<file path="config.mk">
export PLATFORM = sky130hd
export DESIGN_NAME = host_glue
export DESIGN_NICKNAME = d
export VERILOG_FILES = /design/src/host_glue_pkg.sv /design/src/sync2.sv /design/src/host_glue.sv
export VERILOG_INCLUDE_DIRS = /design/src
export SDC_FILE = /design/constraint.sdc
export NUM_CORES = 1
export LEC_CHECK = 0
export ABC_AREA = 1
export BUFFER_PORTS_ARGS = -buffer_cell sky130_fd_sc_hd__buf_4
export CORE_UTILIZATION = 35
export CTS_CLUSTER_SIZE = 20
export DETAILED_ROUTE_END_ITERATION = 10
export GPL_TIMING_DRIVEN = 0
export HOLD_SLACK_MARGIN = 0.15
export PLACE_DENSITY = 0.66
export SKIP_LAST_GASP = 1
export SLEW_MARGIN = 25
export SYNTH_ARGS = -nofsm -noshare
export SYNTH_HDL_FRONTEND = slang
export SYNTH_SLANG_ARGS = --single-unit
export TNS_END_PERCENT = 100
</file>
<file path="constraint.sdc">
create_clock -name clock -period 1.49 [get_ports clock]
set_clock_uncertainty 0.05 [all_clocks]
set_input_delay 0.298 -clock clock [delete_from_list [all_inputs] [get_ports clock]]
set_output_delay 0.298 -clock clock [all_outputs]
set_load 0.02 [all_outputs]
</file>
<file path="src/host_glue_defs.svh">
`ifndef HOST_GLUE_DEFS_SVH
`define HOST_GLUE_DEFS_SVH

// processor address decode
`define IO_SPACE_BIT 15
`define SEL_HIGH_LO 11
`define SEL_HIGH_HI 13
`define SEL_LOW_LO 14
`define SEL_LOW_HI 15
`define SWITCH_OR_CHIP_SELECT_BIT 3
`define REG_SEL_HI 2
`define REG_SEL_LO 0
// fixed upper nibble of the bus address byte
`define ADDR_FIXED_NIBBLE 4'h0

`endif

</file>
<file path="src/host_glue_pkg.sv">
package host_glue_pkg;

  // one processor bus cycle as seen by the glue
  typedef struct packed {
    logic [15:0] addr;
    logic rd;
    logic wr;
    logic [7:0] wdata;
  } cpu_req_t;

  // strobes and register select toward the interface chip
  typedef struct packed {
    logic rd_n;
    logic wr_n;
    logic cs_n;
    logic [2:0] reg_sel;
  } chip_ctl_t;

  typedef enum logic [1:0] {
    target_none = 2'b00,
    target_chip = 2'b01,
    target_switch = 2'b11
  } target_t;

endpackage

</file>
<file path="src/sync2.sv">
`timescale 1ns/100ps
`default_nettype none

// two-stage synchroniser, one per bit
module sync2 #(
  parameter int WIDTH = 1
) (
  input wire logic clock,
  input wire logic rst_n,
  input wire logic [WIDTH-1:0] d,
  output logic [WIDTH-1:0] q
);

  logic [WIDTH-1:0] meta_ff;

  // first stage feeds only the second
  always_ff @(posedge clock or negedge rst_n) begin
    if (!rst_n) begin
      meta_ff <= '0;
      q <= '0;
    end else begin
      meta_ff <= d;
      q <= meta_ff;
    end
  end

endmodule // sync2

`default_nettype wire

</file>
<file path="src/host_glue.sv">
`timescale 1ns/100ps
`default_nettype none
`include "host_glue_defs.svh"

module host_glue (
  input wire logic clock,
  input wire logic nrst,
  input wire host_glue_pkg::cpu_req_t cpu_req,
  output logic [7:0] cpu_rdata,
  output logic cpu_rdata_oe_n,
  output logic cpu_int_n,
  output logic io_space,
  output host_glue_pkg::chip_ctl_t chip_ctl,
  output logic xcvr_en_n,
  output logic xcvr_dir_to_chip,
  output logic [7:0] chip_wdata,
  output logic chip_data_oe_n,
  input wire logic [7:0] chip_rdata,
  input wire logic chip_int_n,
  input wire logic [3:0] addr_switch,
  output logic [7:0] bus_address,
  output host_glue_pkg::target_t target
);

  // reset release and synchronised pins
  logic rst_pipe_ff;
  logic rst_n_ff;
  logic [3:0] switch_s;
  logic int_s;

  // address decode terms
  logic sel;
  logic pick_switch;
  logic win_high;
  logic win_low_clear;
  host_glue_pkg::target_t nxt_target;

  // access direction and destination
  logic rd_req;
  logic wr_req;
  logic chip_hit;
  logic switch_hit;
  logic [7:0] switch_byte;

  // reset released through two flops so the release is clean
  always_ff @(posedge clock or negedge nrst) begin
    if (!nrst) begin
      rst_pipe_ff <= 1'b0;
      rst_n_ff <= 1'b0;
    end else begin
      rst_pipe_ff <= 1'b1;
      rst_n_ff <= rst_pipe_ff;
    end
  end

  // rotary switch pins are asynchronous, so synchronise them
  sync2 #(.WIDTH(4)) switch_sync (
    .clock(clock),
    .rst_n(rst_n_ff),
    .d(addr_switch),
    .q(switch_s)
  );

  // interrupt synchronised inverted: the flops reset to zero,
  // which must mean no interrupt rather than a false one
  sync2 #(.WIDTH(1)) int_sync (
    .clock(clock),
    .rst_n(rst_n_ff),
    .d(~chip_int_n),
    .q(int_s)
  );

  // address decode, combinational from the processor request
  always_comb begin
    // three window bits high, the two above them low
    win_high = &cpu_req.addr[`SEL_HIGH_HI:`SEL_HIGH_LO];
    win_low_clear = ~|cpu_req.addr[`SEL_LOW_HI:`SEL_LOW_LO];
    sel = win_high && win_low_clear;
    pick_switch = cpu_req.addr[`SWITCH_OR_CHIP_SELECT_BIT];
    if (!sel) begin
      nxt_target = host_glue_pkg::target_none;
    end else if (pick_switch) begin
      nxt_target = host_glue_pkg::target_switch;
    end else begin
      nxt_target = host_glue_pkg::target_chip;
    end
  end

  // direction of the access; both strobes up counts as a read
  always_comb begin
    rd_req = sel && cpu_req.rd;
    wr_req = sel && cpu_req.wr && !cpu_req.rd;
  end

  // destination of the access and the byte the switch buffer offers
  always_comb begin
    chip_hit = (nxt_target == host_glue_pkg::target_chip);
    switch_hit = (nxt_target == host_glue_pkg::target_switch);
    switch_byte = {`ADDR_FIXED_NIBBLE, switch_s};
  end

  // io space flag from the top address bit
  always_ff @(posedge clock or negedge rst_n_ff) begin
    if (!rst_n_ff) begin
      io_space <= 1'b0;
    end else begin
      io_space <= cpu_req.addr[`IO_SPACE_BIT];
    end
  end

  // registered destination, lines up with the strobes it explains
  always_ff @(posedge clock or negedge rst_n_ff) begin
    if (!rst_n_ff) begin
      target <= host_glue_pkg::target_none;
    end else begin
      target <= nxt_target;
    end
  end

  // chip select, register select and strobes, all registered
  always_ff @(posedge clock or negedge rst_n_ff) begin
    if (!rst_n_ff) begin
      chip_ctl.cs_n <= 1'b1;
      chip_ctl.rd_n <= 1'b1;
      chip_ctl.wr_n <= 1'b1;
      chip_ctl.reg_sel <= 3'h0;
    end else begin
      chip_ctl.cs_n <= !chip_hit;
      chip_ctl.reg_sel <= cpu_req.addr[`REG_SEL_HI:`REG_SEL_LO];
      // read wins when both are up, so the chip never sees two strobes
      chip_ctl.rd_n <= !rd_req;
      chip_ctl.wr_n <= !wr_req;
    end
  end

  // transceiver enable follows the select, off when unselected
  always_ff @(posedge clock or negedge rst_n_ff) begin
    if (!rst_n_ff) begin
      xcvr_en_n <= 1'b1;
    end else begin
      xcvr_en_n <= !sel;
    end
  end

  // transceiver direction; only meaningful while enabled
  always_ff @(posedge clock or negedge rst_n_ff) begin
    if (!rst_n_ff) begin
      xcvr_dir_to_chip <= 1'b0;
    end else begin
      xcvr_dir_to_chip <= cpu_req.wr && !cpu_req.rd;
    end
  end

  // write byte toward the chip, taken every cycle
  always_ff @(posedge clock or negedge rst_n_ff) begin
    if (!rst_n_ff) begin
      chip_wdata <= 8'h00;
    end else begin
      chip_wdata <= cpu_req.wdata;
    end
  end

  // chip side data driven only for a selected write
  always_ff @(posedge clock or negedge rst_n_ff) begin
    if (!rst_n_ff) begin
      chip_data_oe_n <= 1'b1;
    end else begin
      chip_data_oe_n <= !wr_req;
    end
  end

  // processor data driven only for a selected read
  always_ff @(posedge clock or negedge rst_n_ff) begin
    if (!rst_n_ff) begin
      cpu_rdata_oe_n <= 1'b1;
    end else begin
      cpu_rdata_oe_n <= !rd_req;
    end
  end

  // read data: switch byte or chip data, zero when nothing is picked
  always_ff @(posedge clock or negedge rst_n_ff) begin
    if (!rst_n_ff) begin
      cpu_rdata <= 8'h00;
    end else begin
      if (switch_hit) begin
        cpu_rdata <= switch_byte;
      end else if (chip_hit) begin
        cpu_rdata <= chip_rdata;
      end else begin
        cpu_rdata <= 8'h00;
      end
    end
  end

  // bus address byte, lags the switch by the synchroniser plus its own register
  always_ff @(posedge clock or negedge rst_n_ff) begin
    if (!rst_n_ff) begin
      bus_address <= 8'h00;
    end else begin
      bus_address <= switch_byte;
    end
  end

  // interrupt level; a missing card floats high, so no interrupt
  always_ff @(posedge clock or negedge rst_n_ff) begin
    if (!rst_n_ff) begin
      cpu_int_n <= 1'b1;
    end else begin
      cpu_int_n <= !int_s;
    end
  end

endmodule // host_glue

`default_nettype wire

</file>
==> impl_metrics.yaml <==
status:
  status: "finished, final reports clean"
die:
  initial_core_util_pct: 37.1
  row_count: 22
  core_um2: 3720
  ioPinCount: 79
  die_h_um: 64.7
  dieWidth_um: 64.7
  dieArea_um2: 4190
cells_and_area:
  diodes: 0
  num-fill-cells: 304
  syn_to_final_growth_pct: 64.6
  final_area_um2: 2270
  nNetsFinal: 225
  fin_cells: 233
  layout-drive-gt1-share_pct: 53.5
  post-route-util_pct: 61.0
timing:
  setup_tns_ps: 0
  finalHoldViolCount: 0
  whs_ps: 146
  setup_viol: 0
  slew_viol_final: 0
  period_needed_ps: 1390
  rsz0062_at_grt: "no"
  fmax_ghz: 0.721
  fin_ws_ps: 102
  fin_crit_sh_pct: 93.1
drt:
  wirelength_mm: 2.51
  wl_per_cell_um: 10.8
  drtAntennaViolNets: 0
  drt_iter0_drc: 28
  vias: 927
  vias_per_cell: 3.98
  drc: 0
  drt-pass1-iter-count: 4
worst_setup_path:
  r2r_setup_slack_ps: 720
  cp_max_fo: 2
  worstRegToRegCells: 1
  cpPeakStageDelay_ps: 530
  endpoint_kind: "primary output"
  worstPathBufferInverterCount: 2
  crit_required_ps: 1140
  r2r_end: "xcvr_en_n$_DFF_PN1_"
  path_cells: "buf_4, buf_4"
  cpLargestDelayFamily: "flip-flops"
  path_common_cell: "buf_4"
  cp_num_cells: 2
  setup.worst_path.class: "register to primary output"
  worstSetupStartpointType: "register"
  r2r-start: "rst_n_ff$_DFF_PN0_"
  cp_data_arrival_time_ps: 1040
  cp_slowest_cell: "dfstp_2"
synthesis:
  syn_area_per_cell_um2: 15.8
  synth_compound_area_share_pct: 0
  synth-main-ff-cell: "dfrtp_1"
  synth.most_common_cell: "dfrtp_1"
  muxShareOfSynthArea_pct: 0
  synth_common_cells: "dfrtp_1 (39), inv_1 (8), nand4_1 (8), buf_4 (6), nand2_1 (6)"
  synth.distinct_cells: 14
  yosys.area_share.simple_pct: 13.1
  synthDominantCellAreaShare_pct: 70.8
  synth_top_family_by_area: "simple AND/OR/NAND/NOR gates"
  yosysWarnings: 0
  synthesis.area_um2: 1380
  syn_inst: 87
  async_flop_share_pct: 100
  synth_seq_cells: 44
  synth.area.top_cells: "dfrtp_1 (71%), dfstp_2 (9.5%), nand4_1 (3.6%), buf_4 (3.3%), nor2_8 (2.9%)"
  yosys.area.top_type: "dfrtp_1"
  ys_seq_area_share_pct: 80.4
  synthXorXnorAreaFrac_pct: 0
  synth_edf_count: 0
  synthAdderAreaFrac_pct: 0
power:
  p_comb_share_pct: 11.6
  switchingPower_mw: 0.522
  p_clk_share_pct: 33.1
  p_leak_nw: 1.19
  peakVddDrop_mv: 0.680
  power.density_nw_per_um2: 1010
  sw_frac_of_total_pct: 22.8
  p_total_mw: 2.29
  internal_power_mw: 1.76
  sequentialPowerShare_pct: 55.2
global_routing:
  grt_max_degree: 27
  grt_overflow: 0
  grt_util_all_layers_pct: 13.1
  grt_pass1_wl_mm: 3.87
  antenna_found_initial: 0
  first_global_vias: 898
cts:
  cts.sinks: 44
  cts_made_buffers: 5
  cts_max_level: 2
  clk_path_buf_depth: 2
  cts_root_buf: "clkbuf_8"
  clk_pin_slew_ps: 80
  clkLatencyLatePin_ps: 290
  post_cts_resized: 0
  cts_tree: "yes"
flow_run:
  cap_violations: 0
placement:
  dpl_cell_area_um2: 1980
  placedCellCount: 206
  dp_hpwl_mm: 1.83
  globalplace.congestion: 0.763
  pre_cts_slack_ps: 416
  port_buffers: 67
hold_path:
  hp-class: "register to async pin"
## cells by family (layout without fill, tap and decap cells)
logic type	after synthesis	after routing
other cells	2	5
simple gates	25	25
flops	44	44
buf+inv	16	111
## cell usage in the layout (no fill, tap or decap)
| master | count |
|---|---|
| clkinv_2 | 1 |
| nand2_1 | 6 |
| conb_1 | 5 |
| dfstp_2 | 5 |
| buf_16 | 1 |
| nor2_8 | 2 |
| nand2_2 | 1 |
| buf_4 | 73 |
| inv_1 | 8 |
| nor2_2 | 4 |
| nor2_1 | 2 |
| nand2_4 | 1 |
| inv_2 | 2 |
| clkbuf_8 | 6 |
| dfrtp_2 | 1 |
| dlygate4sd3_1 | 19 |
| nand4_1 | 8 |
| inv_6 | 1 |
| dfrtp_1 | 38 |
| nand3_4 | 1 |
## flip-flops by register name, indices dropped and copies added, names as in the netlist
name                 count
io_space                 1
rst_n_ff                 1
int_sync.q               1
switch_sync.meta_ff      4
xcvr_en_n                1
chip_wdata               8
int_sync.meta_ff         1
switch_sync.q            4
cpu_rdata                8
xcvr_dir_to_chip         1
target                   2
bus_address              4
cpu_int_n                1
chip_ctl                 6
rst_pipe_ff              1
## power by group through the flow
stage	registers [mW]	logic [mW]	clock network, mW
after floorplan	1.33	0.0457	0
after global placement	1.30	0.204	0
after detailed placement	1.29	0.229	0
after CTS	1.26	0.268	0.789
after global routing	1.27	0.285	0.830
final	1.26	0.266	0.758
## area by class of cell
| type | count | area (µm²) | share of cell area [%] |
|---|---|---|---|
| Buffer | 6 | 45.0 | 1.99 |
| Clock buffer | 6 | 82.6 | 3.64 |
| Clock inverter | 2 | 13.8 | 0.607 |
| Inverter | 10 | 37.5 | 1.66 |
| Multi-Input combinational cell | 30 | 199 | 8.77 |
| Sequential cell | 44 | 1110 | 48.9 |
| Tap cell | 48 | 60.1 | 2.65 |
| Timing Repair Buffer | 87 | 721 | 31.8 |
## repair_timing
action / 4_1_cts / 5_1_grt
endpoints found under the hold margin: 21 / 0
setup buffers: 0 / 0
hold buffers: 19 / 0
## metal layers
metal  share of wire, %  track usage, %  vias to the layer above
li1                   -               -                      449
met1                 34            13.5                      440
met2                 59            23.6                       34
met3                6.0            5.46                        4
met4               0.95            4.17                        0
met5                  0               0                        -
## worst max path at each step
stage	from	slack, ps	to
2_1_floorplan	rst_n_ff$_DFF_PN0_	130	bus_address[0]$_DFF_PN0_
3_3_place_gp	rst_n_ff$_DFF_PN0_	-200	xcvr_dir_to_chip$_DFF_PN0_
3_5_place_dp	chip_ctl[4]$_DFF_PN1_	420	chip_ctl[4]
4_1_cts	chip_ctl[4]$_DFF_PN1_	80	chip_ctl[4]
5_1_grt	chip_ctl[4]$_DFF_PN1_	50	chip_ctl[4]
6_report	chip_ctl[4]$_DFF_PN1_	100	chip_ctl[4]
Note: power is estimated with default switching activity, not from simulation.
